## config.mk

```make
export PLATFORM = sky130hd
export DESIGN_NAME = fwo_core
export DESIGN_NICKNAME = d
export VERILOG_FILES = /design/src/pkg/fwo_pkg.sv /design/src/core/fwo_sync.sv /design/src/core/fwo_core.sv
export VERILOG_INCLUDE_DIRS = /design/src /design/src/pkg
export SDC_FILE = /design/constraint.sdc
export NUM_CORES = 1
export LEC_CHECK = 0
export BUFFER_PORTS_ARGS = -buffer_cell sky130_fd_sc_hd__buf_2
export CAP_MARGIN = 20
export CORE_MARGIN = 1.5
export CORE_UTILIZATION = 60
export CTS_BUF_LIST = sky130_fd_sc_hd__clkbuf_2
export DETAILED_ROUTE_END_ITERATION = 12
export GPL_TIMING_DRIVEN = 1
export PLACE_DENSITY = 0.82
export SLEW_MARGIN = 10
export SYNTH_ARGS = -nofsm -noshare
export SYNTH_HDL_FRONTEND = slang
export SYNTH_SLANG_ARGS = --single-unit
```

## constraint.sdc

```tcl
create_clock -name clk_in -period 3 [get_ports clk_in]
set_clock_uncertainty 0.2 [all_clocks]
set_input_delay 0.6 -clock clk_in [delete_from_list [all_inputs] [get_ports clk_in]]
set_output_delay 0.6 -clock clk_in [all_outputs]
set_load 0.02 [all_outputs]
```

## src/pkg/fwo_defines.svh

```systemverilog
// Purpose: Named constants for the FSK word output back end.
// Assumes: System clock of 25 MHz; nominal master oscillator of 3.579545 MHz.
// Notes: Timing counts are in master oscillator ticks produced by a phase accumulator.
// Notes on behaviour
// - Mode input high selects buffered, externally clocked readout.
// - Sample data bits; drop start and stop bits.
// - Eighth bit loads shift register, word ready low.
// - Each shift clock rise presents next received bit.
// - First shift clock pulse releases word ready.
// - Unread word ready releases after half bit.
// - After eight shifts, further shift clocks ignored.
// - Sleep stops oscillator and ignores line input.
// - Sleep: flags hi-Z direct, driven high buffered.
// - Sleep in direct mode: data, shift clock high.
// - Releasing sleep resumes normal reception.
// - Carrier asserted only after digital energy qualification.
// - Carrier released after 10 ms without activity.
// - Without carrier, timing recovery ignores demodulator.
// - Direct, no carrier: data high, no pulses.
// - Buffered, no carrier: no load, no word ready.
// - All timing derived from 3.579545 MHz master clock.
// - Direct mode: eight shift clocks at bit centres.
// - Direct mode: word ready pulse per 10-bit frame.
// - Timing built for nominal 1200 baud.
`ifndef FWO_DEFINES_SVH
`define FWO_DEFINES_SVH

// Clock rates in hertz.
`define FWO_CLK_HZ       32'h017D_7840
`define FWO_OSC_HZ       32'h0036_9E99
`define FWO_BAUD         32'h0000_04B0
// Phase accumulator width and increment that rebuild the master tick.
`define FWO_NCO_BITS     5'h18
`define FWO_NCO_INC      24'(((64'(`FWO_OSC_HZ)) << `FWO_NCO_BITS) / 64'(`FWO_CLK_HZ))
// Bit timing in master ticks: a full bit rounded, a half bit rounded down.
`define FWO_BIT_TICKS    12'((`FWO_OSC_HZ + (`FWO_BAUD >> 1)) / `FWO_BAUD)
`define FWO_HALF_TICKS   12'(`FWO_OSC_HZ / (`FWO_BAUD << 1))
// Carrier release hold time in milliseconds and its tick count.
`define FWO_HOLD_MS      32'h0000_000A
`define FWO_MS_PER_S     32'h0000_03E8
`define FWO_HOLD_TICKS   16'((`FWO_OSC_HZ * `FWO_HOLD_MS) / `FWO_MS_PER_S)
// Continuous energy needed before the carrier flag is raised.
`define FWO_QUAL_TICKS   16'h0DFB
// Number of data bits in a character.
`define FWO_DATA_BITS    4'h8
// Register map, byte addresses.
`define FWO_ADDR_CTRL    4'h0
`define FWO_ADDR_STATUS  4'h4
// Control and status field positions.
`define FWO_CTRL_SLEEP   0
`define FWO_ST_CARRIER   0
`define FWO_ST_WREADY    1
`define FWO_ST_MODE      2
`define FWO_ST_ASLEEP    3
`define FWO_ST_BYTE_LO   8
`define FWO_ST_BYTE_HI   15

`endif

```

## src/pkg/fwo_pkg.sv

```systemverilog
// Purpose: Types shared by the FSK word output back end.
// Assumes: Used together with fwo_defines.svh.
// Notes: Receiver states are Gray coded along the usual path.
package fwo_pkg;

  // Character receiver states.
  typedef enum logic [1:0] {
    FWO_RX_IDLE  = 2'h0,
    FWO_RX_START = 2'h1,
    FWO_RX_DATA  = 2'h3,
    FWO_RX_STOP  = 2'h2
  } fwo_rx_state_t;

endpackage

```

## src/core/fwo_sync.sv

```systemverilog
// Purpose: Two flip-flop synchroniser for a group of asynchronous levels.
// Assumes: Inputs are levels that stay stable for several clocks.
// Notes: The first stage is read only by the second stage.
`timescale 1ns/1ps
module fwo_sync #(
  parameter int WIDTH = 4
) (
  input  wire logic             clk_in,
  input  wire logic             rstn_in,
  input  wire logic [WIDTH-1:0] async_in,
  output logic      [WIDTH-1:0] sync_out
);

  logic [WIDTH-1:0] meta_ff;  // First stage, may go metastable.

  // Both stages reset to zero; callers invert active-low pins before entry.
  always_ff @(posedge clk_in or negedge rstn_in) begin
    if (!rstn_in) begin
      meta_ff  <= '0;
      sync_out <= '0;
    end else begin
      meta_ff  <= async_in;
      sync_out <= meta_ff;
    end
  end

endmodule

```

## src/core/fwo_core.sv

```systemverilog
// Purpose: FSK receiver back end: carrier qualification, framing and 3-wire output.
// Assumes: Demodulated data and band energy arrive as asynchronous levels.
// Notes: An Avalon-MM slave gives software a sleep control and a status view.
//
// Added by the designer: the Avalon-MM slave port and the register offsets.
`include "fwo_defines.svh"
`timescale 1ns/1ps
module fwo_core
  import fwo_pkg::*;
#(
  parameter logic [11:0] BIT_TICKS  = `FWO_BIT_TICKS,
  parameter logic [11:0] HALF_TICKS = `FWO_HALF_TICKS,
  parameter logic [15:0] HOLD_TICKS = `FWO_HOLD_TICKS,
  parameter logic [15:0] QUAL_TICKS = `FWO_QUAL_TICKS
) (
  input  wire logic        clk_in,
  input  wire logic        rstn_in,
  input  wire logic        demod_in,
  input  wire logic        band_energy_in,
  input  wire logic        mode_in,
  input  wire logic        sleep_request_in,
  input  wire logic        shift_clock_in,
  output logic             shift_clock_out,
  output logic             shift_clock_oe_n_out,
  output logic             data_out,
  output logic             word_ready_n_out,
  output logic             word_ready_n_oe_n_out,
  output logic             carrier_present_n_out,
  output logic             carrier_present_n_oe_n_out,
  input  wire logic [3:0]  avs_address_in,
  input  wire logic        avs_read_in,
  input  wire logic        avs_write_in,
  input  wire logic [31:0] avs_writedata_in,
  output logic      [31:0] avs_readdata_out,
  output logic             avs_waitrequest_out
);

  // Synchronised pin levels.
  logic [4:0]    sync_w;          // All five asynchronous inputs after two flops.
  logic          demod_s;         // Demodulated line data.
  logic          energy_s;        // Band energy present.
  logic          mode_s;          // High selects buffered readout.
  logic          sleep_pin_s;     // Sleep request pin.
  logic          sclk_s;          // Shift clock from the controller.
  logic          sclk_prev_ff;    // Previous shift clock for edge detection.
  logic          demod_prev_ff;   // Previous data level for start detection.
  logic          sclk_rise;       // One-cycle pulse on a shift clock rising edge.
  // Control state.
  logic          soft_sleep_ff;   // Software sleep request.
  logic          asleep;          // Combined sleep request.
  logic [23:0]   nco_ff;          // Phase accumulator for the master tick.
  logic          tick_ff;         // One master oscillator tick.
  logic [24:0]   nxt_nco;         // Accumulator sum with carry.
  logic          carrier_ff;      // Carrier qualified.
  logic [15:0]   qual_cnt_ff;     // Ticks of continuous energy.
  logic [15:0]   quiet_cnt_ff;    // Ticks without energy.
  fwo_rx_state_t rx_state_ff;     // Character receiver state.
  logic [11:0]   rx_timer_ff;     // Ticks within the current bit.
  logic [3:0]    bit_idx_ff;      // Data bits taken so far.
  logic [7:0]    rx_byte_ff;      // Assembly register, LSB arrives first.
  logic          rx_en;           // Receiver allowed to run.
  logic          rx_step;         // Timer reaches its target this tick.
  logic          bit_sample;      // Centre of a data bit.
  logic          byte_done;       // Eighth data bit sampled.
  logic          frame_end;       // Stop bit centre reached.
  logic [11:0]   rx_target;       // Current timer target.
  logic [7:0]    out_sr_ff;       // Buffered output shift register.
  logic [3:0]    shifted_ff;      // Bits already shifted out.
  logic          wr_low_ff;       // Word ready asserted.
  logic [11:0]   wr_cnt_ff;       // Ticks word ready has been low.
  logic          shift_clock_hi_ff;      // Direct-mode shift clock high phase.
  logic [11:0]   shift_clock_cnt_ff;     // Ticks of the shift clock high phase.
  logic          data_ff;         // Registered data pin level.
  logic          ack_ff;          // Bus answer cycle.
  logic [31:0]   rdata_ff;        // Captured read data.

  // Two flops on every pin before any logic looks at it.
  fwo_sync #(.WIDTH(5)) u_sync (
    .clk_in   (clk_in),
    .rstn_in  (rstn_in),
    .async_in ({demod_in, band_energy_in, mode_in, sleep_request_in, shift_clock_in}),
    .sync_out (sync_w)
  );
  assign {demod_s, energy_s, mode_s, sleep_pin_s, sclk_s} = sync_w;

  assign asleep    = sleep_pin_s | soft_sleep_ff;
  assign sclk_rise = sclk_s & ~sclk_prev_ff;
  assign rx_en     = carrier_ff & ~asleep;

  // Edge history for the shift clock and the data line.
  always_ff @(posedge clk_in or negedge rstn_in) begin
    if (!rstn_in) begin
      sclk_prev_ff  <= 1'b0;
      demod_prev_ff <= 1'b1;
    end else begin
      sclk_prev_ff  <= sclk_s;
      demod_prev_ff <= demod_s;
    end
  end

  // Master tick: the accumulator rebuilds the oscillator rate from clk_in.
  // It stops while asleep, and every timer below is held cleared while asleep.
  assign nxt_nco = {1'b0, nco_ff} + {1'b0, `FWO_NCO_INC};
  always_ff @(posedge clk_in or negedge rstn_in) begin
    if (!rstn_in) begin
      nco_ff  <= '0;
      tick_ff <= 1'b0;
    end else if (asleep) begin
      nco_ff  <= '0;
      tick_ff <= 1'b0;
    end else begin
      nco_ff  <= nxt_nco[23:0];
      tick_ff <= nxt_nco[24];
    end
  end

  // Carrier qualification: energy must persist before the flag rises, and
  // only sleep or a full hold time of silence drops it, riding out brief dropouts.
  always_ff @(posedge clk_in or negedge rstn_in) begin
    if (!rstn_in) begin
      carrier_ff   <= 1'b0;
      qual_cnt_ff  <= '0;
      quiet_cnt_ff <= '0;
    end else if (asleep) begin
      carrier_ff   <= 1'b0;
      qual_cnt_ff  <= '0;
      quiet_cnt_ff <= '0;
    end else if (!carrier_ff) begin
      quiet_cnt_ff <= '0;
      if (!energy_s) begin
        qual_cnt_ff <= '0;
      end else if (tick_ff) begin
        if (qual_cnt_ff == QUAL_TICKS - 16'h0001) begin
          carrier_ff <= 1'b1;
        end
        qual_cnt_ff <= qual_cnt_ff + 16'h0001;
      end
    end else begin
      qual_cnt_ff <= '0;
      if (energy_s) begin
        quiet_cnt_ff <= '0;
      end else if (tick_ff) begin
        if (quiet_cnt_ff == HOLD_TICKS - 16'h0001) begin
          carrier_ff <= 1'b0;
        end
        quiet_cnt_ff <= quiet_cnt_ff + 16'h0001;
      end
    end
  end

  // Timer target: half a bit to the start bit centre, then whole bits.
  assign rx_target  = (rx_state_ff == FWO_RX_START) ? HALF_TICKS : BIT_TICKS;
  // Gated by the receiver enable so a carrier drop can never finish a byte.
  assign rx_step    = rx_en && tick_ff && (rx_timer_ff == rx_target - 12'h001);
  assign bit_sample = rx_step && (rx_state_ff == FWO_RX_DATA);
  assign byte_done  = bit_sample && (bit_idx_ff == `FWO_DATA_BITS - 4'h1);
  assign frame_end  = rx_step && (rx_state_ff == FWO_RX_STOP);

  // Character receiver; start and stop bits are only timed, never kept.
  always_ff @(posedge clk_in or negedge rstn_in) begin
    if (!rstn_in) begin
      rx_state_ff <= FWO_RX_IDLE;
      rx_timer_ff <= '0;
      bit_idx_ff  <= '0;
      rx_byte_ff  <= '0;
    end else if (!rx_en) begin
      rx_state_ff <= FWO_RX_IDLE;
      rx_timer_ff <= '0;
      bit_idx_ff  <= '0;
    end else begin
      if (rx_step || rx_state_ff == FWO_RX_IDLE) begin
        rx_timer_ff <= '0;
      end else if (tick_ff) begin
        rx_timer_ff <= rx_timer_ff + 12'h001;
      end
      case (rx_state_ff)
        FWO_RX_IDLE: begin
          // A falling edge marks a possible start bit.
          if (demod_prev_ff && !demod_s) begin
            rx_state_ff <= FWO_RX_START;
          end
        end
        FWO_RX_START: begin
          // A start bit that is high again at its centre was a glitch.
          if (rx_step) begin
            rx_state_ff <= demod_s ? FWO_RX_IDLE : FWO_RX_DATA;
            bit_idx_ff  <= '0;
          end
        end
        FWO_RX_DATA: begin
          if (bit_sample) begin
            rx_byte_ff <= {demod_s, rx_byte_ff[7:1]};
            bit_idx_ff <= bit_idx_ff + 4'h1;
            if (byte_done) begin
              rx_state_ff <= FWO_RX_STOP;
            end
          end
        end
        FWO_RX_STOP: begin
          if (frame_end) begin
            rx_state_ff <= FWO_RX_IDLE;
          end
        end
        default: begin
          rx_state_ff <= FWO_RX_IDLE;
        end
      endcase
    end
  end

  // Buffered output register. A load restarts the shift count; a rising
  // shift clock moves the next bit, oldest first, onto the data pin.
  always_ff @(posedge clk_in or negedge rstn_in) begin
    if (!rstn_in) begin
      out_sr_ff  <= '0;
      shifted_ff <= `FWO_DATA_BITS;
    end else if (mode_s && byte_done) begin
      out_sr_ff  <= {demod_s, rx_byte_ff[7:1]};
      shifted_ff <= '0;
    end else if (mode_s && sclk_rise && shifted_ff != `FWO_DATA_BITS) begin
      out_sr_ff  <= {1'b0, out_sr_ff[7:1]};
      shifted_ff <= shifted_ff + 4'h1;
    end
  end

  // Word ready: low for half a bit, or until the first read in buffered mode.
  // A new load in the same cycle as a read wins and restarts the low phase.
  always_ff @(posedge clk_in or negedge rstn_in) begin
    if (!rstn_in) begin
      wr_low_ff <= 1'b0;
      wr_cnt_ff <= '0;
    end else if (asleep || (!mode_s && !carrier_ff)) begin
      wr_low_ff <= 1'b0;
      wr_cnt_ff <= '0;
    end else if ((mode_s && byte_done) || (!mode_s && frame_end)) begin
      wr_low_ff <= 1'b1;
      wr_cnt_ff <= '0;
    end else if (wr_low_ff) begin
      if (mode_s && sclk_rise) begin
        wr_low_ff <= 1'b0;
      end else if (tick_ff) begin
        if (wr_cnt_ff == HALF_TICKS - 12'h001) begin
          wr_low_ff <= 1'b0;
        end
        wr_cnt_ff <= wr_cnt_ff + 12'h001;
      end
    end
  end

  // Direct-mode shift clock: rises at each data bit centre, high for half a bit.
  always_ff @(posedge clk_in or negedge rstn_in) begin
    if (!rstn_in) begin
      shift_clock_hi_ff  <= 1'b0;
      shift_clock_cnt_ff <= '0;
    end else if (mode_s || asleep || !carrier_ff) begin
      shift_clock_hi_ff  <= 1'b0;
      shift_clock_cnt_ff <= '0;
    end else if (bit_sample) begin
      shift_clock_hi_ff  <= 1'b1;
      shift_clock_cnt_ff <= '0;
    end else if (shift_clock_hi_ff && tick_ff) begin
      if (shift_clock_cnt_ff == HALF_TICKS - 12'h001) begin
        shift_clock_hi_ff <= 1'b0;
      end
      shift_clock_cnt_ff <= shift_clock_cnt_ff + 12'h001;
    end
  end

  // Data pin register. Direct mode passes line data only under carrier.
  // In buffered mode the pin takes the shift register output bit at each accepted shift clock rise.
  always_ff @(posedge clk_in or negedge rstn_in) begin
    if (!rstn_in) begin
      data_ff <= 1'b1;
    end else if (!mode_s) begin
      data_ff <= asleep || !carrier_ff || demod_s;
    end else if (mode_s && sclk_rise && shifted_ff != `FWO_DATA_BITS) begin
      data_ff <= out_sr_ff[0];
    end
  end

  // Pin drivers. Flags are open drain in direct mode and released while
  // asleep there; in buffered mode they are push-pull and park high.
  always_ff @(posedge clk_in or negedge rstn_in) begin
    if (!rstn_in) begin
      shift_clock_out            <= 1'b1;
      shift_clock_oe_n_out       <= 1'b1;
      word_ready_n_out           <= 1'b1;
      word_ready_n_oe_n_out      <= 1'b1;
      carrier_present_n_out      <= 1'b1;
      carrier_present_n_oe_n_out <= 1'b1;
    end else begin
      shift_clock_out      <= asleep || shift_clock_hi_ff;
      shift_clock_oe_n_out <= mode_s;
      word_ready_n_out     <= !wr_low_ff;
      carrier_present_n_out <= !carrier_ff;
      if (mode_s) begin
        word_ready_n_oe_n_out      <= 1'b0;
        carrier_present_n_oe_n_out <= 1'b0;
      end else begin
        word_ready_n_oe_n_out      <= asleep || !wr_low_ff;
        carrier_present_n_oe_n_out <= asleep || !carrier_ff;
      end
    end
  end
  assign data_out = data_ff;

  // Avalon-MM slave: every access is answered one cycle after it is seen.
  assign avs_waitrequest_out = (avs_read_in || avs_write_in) && !ack_ff;
  assign avs_readdata_out    = rdata_ff;
  always_ff @(posedge clk_in or negedge rstn_in) begin
    if (!rstn_in) begin
      ack_ff   <= 1'b0;
      rdata_ff <= '0;
    end else begin
      ack_ff <= (avs_read_in || avs_write_in) && !ack_ff;
      if (avs_read_in && !ack_ff) begin
        rdata_ff <= '0;
        case (avs_address_in)
          `FWO_ADDR_CTRL: begin
            rdata_ff[`FWO_CTRL_SLEEP] <= soft_sleep_ff;
          end
          `FWO_ADDR_STATUS: begin
            rdata_ff[`FWO_ST_CARRIER] <= carrier_ff;
            rdata_ff[`FWO_ST_WREADY]  <= wr_low_ff;
            rdata_ff[`FWO_ST_MODE]    <= mode_s;
            rdata_ff[`FWO_ST_ASLEEP]  <= asleep;
            rdata_ff[`FWO_ST_BYTE_HI:`FWO_ST_BYTE_LO] <= out_sr_ff;
          end
          default: begin
            rdata_ff <= '0;
          end
        endcase
      end
    end
  end

  // Software sleep bit, written at the answer edge only.
  always_ff @(posedge clk_in or negedge rstn_in) begin
    if (!rstn_in) begin
      soft_sleep_ff <= 1'b0;
    end else if (avs_write_in && ack_ff && avs_address_in == `FWO_ADDR_CTRL) begin
      soft_sleep_ff <= avs_writedata_in[`FWO_CTRL_SLEEP];
    end
  end
endmodule

```

# Yosys cells after proc, flatten, opt, wreduce, memory -nomap -nowiden
# Cells that the tools add are included.
# totals
word_cells	171
in_bits	45
ff_bits	155
n_memories	0
rom_bits	0
ramBits	0
latch_bits	0
# op_classes
shifts	0
div	0
order_cmp	0
eq_ne	22
add_sub_neg	9
mul	0
n_mux	63
reduce_logical	43
bitwise_logic	5
# op_table
operator	n
$mux 12	12
$mux 16	8
$add 12x1->12 const B	3
$add 16x1->16 const B	2
$add 24x22->25 const B	1
$eq 12x11->1 const B	2
$mux 24	1
$mux 8	3
$mux 1	23
$mux 4	5
$eq 16x12->1 const B	1
$eq 16x16->1 const B	1
$logic_and 1x1->1	16
$ne 3x3->1 const B	5
$mux 2	7
$eq 12x12->1	1
$reduce_bool 3->1	4
$sub 12x1->12 const B	1
$logic_or 1x1->1	10
$reduce_and 3->1	3
$add 4x1->4 const B	2
$eq 4x3->1 const B	2
$ne 4x4->1 const B	2
$pmux 2 s4	1
18 further kinds	26

# Depth between registers and ports, before layout
# logic_depth
ltp_word	11
ltp_mapped	7
depth_no_buf	7

# Cells and area by module
# A second synthesis with hierarchy kept.
# unflattened
cells_unflattened	712
hier_area_um2	7428.4
# modules_own_cells
module	area_per_inst_um2	cells_per_inst	instances	seq_area_each_um2
fwo_core	7178.1	702	1	3614.7
fwo_sync	250.2	10	1	250.2

# Least setup slack after synthesis
# No wires, ideal clock.
# synth_path
kind	register to register
from	register rx_state_ff[0]
to	register rx_byte_ff[1]
setup_slack_ps	723
arrival_time_ps	1952
synth_period_minus_slack_ps	2277
t_required_ps	2675
stages_incl_launch_ff	8
path_cell_list	dfrtp_1 > buf_2 > nor2b_1 > nor4_2 > o21ai_2 > or3_1 > buf_4 > mux2_4
# synth_between
elab_chain_cells	7
word_cells_on_any_way	8
classes_between	1 x add/sub; 3 x eq/ne; 1 x mux; 3 x reduce/logical
# synth_lines
item	line	text
start: declaration	fwo_core.sv:57	fwo_rx_state_t rx_state_ff;
start signal: assignment	fwo_core.sv:186	rx_state_ff <= demod_s ? FWO_RX_IDLE : FWO_RX_DATA;
$eq 2x1->1	fwo_core.sv:152	assign rx_target = (rx_state_ff == FWO_RX_START) ? HALF_TICKS : BIT_TICKS;
$mux 12	fwo_core.sv:152	
$sub 12x1->12	fwo_core.sv:154	assign rx_step = rx_en && tick_ff && (rx_timer_ff == rx_target - 12'h001);
$eq 12x12->1	fwo_core.sv:154	
$logic_and 1x1->1	fwo_core.sv:154	
$logic_and 1x1->1	fwo_core.sv:155	assign bit_sample = rx_step && (rx_state_ff == FWO_RX_DATA);
$reduce_and 3->1 (no line) *	-	
end signal: assignment	fwo_core.sv:192	rx_byte_ff <= {demod_s, rx_byte_ff[7:1]};
end: declaration	fwo_core.sv:60	logic [7:0] rx_byte_ff;
# Mark *: on every way between the ends. The rest lies on a longest branch, timed or not.
# A chain may end at the register's enable or synchronous reset.

# Worst setup path after layout
# layout_path
from	register nco_ff[0]
to	register nco_ff[22]
# layout_between
elab_chain_cells	2
# layout_lines
item	line	text
start: declaration	fwo_core.sv:51	logic [23:0] nco_ff;
start signal: assignment	fwo_core.sv:112	nco_ff <= nxt_nco[23:0];
$add 24x22->25	fwo_core.sv:103	assign nxt_nco = {1'b0, nco_ff} + {1'b0, `FWO_NCO_INC};
$mux 24	fwo_core.sv:108	end else if (asleep) begin
# Every way passes these cells.

==> results_dict.tcl <==
set metrics [dict create \
    synth_area_leader_cell "dfrtp_1" \
    power_mw 4.025 \
    die_height_um 114.3 \
    dpl_cell_area_um2 7735 \
    hold_path.class "input port to flop" \
    syn_to_final_growth_pct 9.099 \
    vias 5441 \
    dr.pass1.iters 5 \
    ant_nets 0 \
    htree_levels 4 \
    final_cell_area_um2 8102 \
    antenna_found_initial 0 \
    post-route-min-period_ps 2685 \
    final_core_util_pct 67.17 \
    die-width_um 114.3 \
    path_max_fanout 7 \
    cts_buffers 17 \
    cp-start-kind "flop" \
    insertion_delay_ps 710 \
    worstMarginPinSlew_ps 779.4 \
    r2r_slack_ps 320 \
    synth.ff_latch_count 154 \
    cp.required_ps 3440 \
    async_flop_share_pct 100.0 \
    setup_tns_ps 0 \
    grt_max_degree 61 \
    viasPerCell 5.615 \
    synth_common_cells "dfrtp_1, nor2_1, nand2_1, xor2_1, xnor2_1" \
    route.detailed.drc 0 \
    die_area_um2 13050 \
    syn_inst 738 \
    post-route-period-util_pct 89.49 \
    leakage_nw 3.579 \
    clk_pin_slew_worst_paths_ps 190 \
    cts.sinks 154 \
    drv_cap 0 \
    start_util_pct 61.57 \
    cp-end-kind "flop" \
    grt_pass1_vias 5428 \
    port_buffers 33 \
    drive_above_1_share_pct 12.23 \
    synth_edf_count 0 \
    netlist_top_cells_area "dfrtp_1, nor2_1, xor2_1" \
    relSlewSlack_pct 46.70 \
    routabilityCongestion 0.8577 \
    dr_wl_met2_um 6982 \
    synth_top_area_share_pct 48.86 \
    synthDistinctLibCells 64 \
    final_nets 847 \
    clockRootBuffer "clkbuf_2" \
    grt.total_usage_pct 24.17 \
    slowest_delay_ps 750 \
    drt-total-wl_um 14450 \
    coreArea_um2 12060 \
    dp_hpwl_um 10140 \
    rsz0062_at_grt "no" \
    vdd_ir_drop_max_mv 0.3938 \
    status "completed" \
    setup_viol 0 \
    yosysMostFrequentCell "dfrtp_1" \
    m1WireLength_um 6516 \
    ios 85 \
    ys_warn_count 0 \
    fmax_ghz 0.3725 \
    cts_buffer_depth 2 \
    avgRoutedWirePerCell_um 14.91 \
    grt_pass1_wl_um 24870 \
    dr_wl_met3_um 562 \
    critical_path_arrival_ps 3130 \
    hold_ws_ps 130.7 \
    cts_tree "done" \
    post_synth.cell_area_avg_um2 10.06 \
    crit_chain "inv_1, ha_1, nor3b_2, o211ai_1, a2111oi_0, o21ai_0, a21oi_1" \
    synth-seq-area-share_pct 52.05 \
    power_density_nw_per_um2 496.8 \
    worstSetupPathType "flop to flop" \
    crit_slowest_cell "a2111oi_0" \
    top_layer "met4" \
    slew_violations 0 \
    synth_ff_type "dfrtp_1" \
    grt-ovfl-total 0 \
    num_rows 40 \
    initialDrtViolationCount 377 \
    netlist_area_um2 7426 \
    diodes 0 \
    final_hold_viol_count 0 \
]
final timing paths:
path | to | start | cells after the start
worst min register to register | u_sync.sync_out[3] | u_sync.meta_ff[3] | 0
min in group asynchronous | out_sr_ff[5] | rstn_in | 2
max in group asynchronous | rx_timer_ff[11] | rstn_in | 3
worst max register to register | nco_ff[22] | nco_ff[0] | 7
worst min-delay path | soft_sleep_ff | avs_address_in[2] | 3
worst max-delay path | nco_ff[22] | nco_ff[0] | 7
flip-flops by register name, summed over array words and instances (netlist names), 2 cells and up:
name	flops
rx_state_ff	2
qual_cnt_ff	16
quiet_cnt_ff	16
avs_readdata_out	12
wr_cnt_ff	12
u_sync.meta_ff	5
u_sync.sync_out	5
out_sr_ff	8
shifted_ff	4
nco_ff	24
rx_timer_ff	12
bit_idx_ff	4
shift_clock_cnt_ff	12
rx_byte_ff	7
worst max-delay path, delay by kind of cell (launching register included):
kind,cells,cell delay (ps)
compound gates,4,1340
flops,1,450
simple gates,1,390
fa+ha+maj,1,170
buf+inv,1,80
layer usage:
| metal | GRT usage [%] | vias up |
|---|---|---|
| met5 | 0 | - |
| met4 | 10.75 | 0 |
| met3 | 5.876 | 37 |
| met2 | 39.24 | 147 |
| met1 | 31.04 | 2649 |
| li1 | - | 2608 |
report_power, final:
| part | leakage [nW] | total, mW | internal (mW) | switching [mW] |
|---|---|---|---|---|
| Combinational | 1.36 | 0.472 | 0.180 | 0.292 |
| Sequential | 2.07 | 2.32 | 2.20 | 0.125 |
| Clock | 0.155 | 1.23 | 0.542 | 0.689 |
stage by stage:
step	std cells	worst slack, ps
floorplan	757	723.3
global placement	926	498.6
detailed placement	926	443.7
CTS	969	351.9
global route	969	79.60
finish	969	315.4
logic make-up after synthesis:
logic type	after synthesis	synth area share, %
AND/OR/NAND/NOR	321	21.40
XOR/XNOR	71	8.374
multiplexers	20	3.134
AO/OA/AOI/OAI	93	8.307
flip-flops	154	52.05
adder cells (fa/ha/maj)	14	2.359
buffers and inverters	64	4.330
other	1	0.05050
cell type report:
| cell class | count | area, um2 |
|---|---|---|
| Multi-Input combinational cell | 539 | 3311 |
| Sequential cell | 154 | 3865 |
| Timing Repair Buffer | 56 | 384.1 |
| Clock buffer | 20 | 100.1 |
| Tap cell | 168 | 210.2 |
| Clock inverter | 12 | 156.4 |
| Fill cell | 921 | 3960 |
| Inverter | 20 | 75.07 |
placed cells by master (no fill, tap or decap), types with 20 or more instances in the layout:
cell,count
xor2_1,44
dfrtp_1,145
buf_2,32
nor3_1,22
nand4_1,22
conb_1,20
o21ai_0,23
nand3_1,24
clkbuf_2,20
inv_1,20
nor2_1,113
xnor2_1,27
nand2_1,65
timing repair:
item | 4_1_cts | 5_1_grt
endpoints found under the setup margin | 0 | 0
endpoints found under the hold margin | 65 | 0
setup buffers | 0 | 0
hold buffers | 11 | 0
resized for setup | 0 | 0
Power figures use the tool's default switching activity.
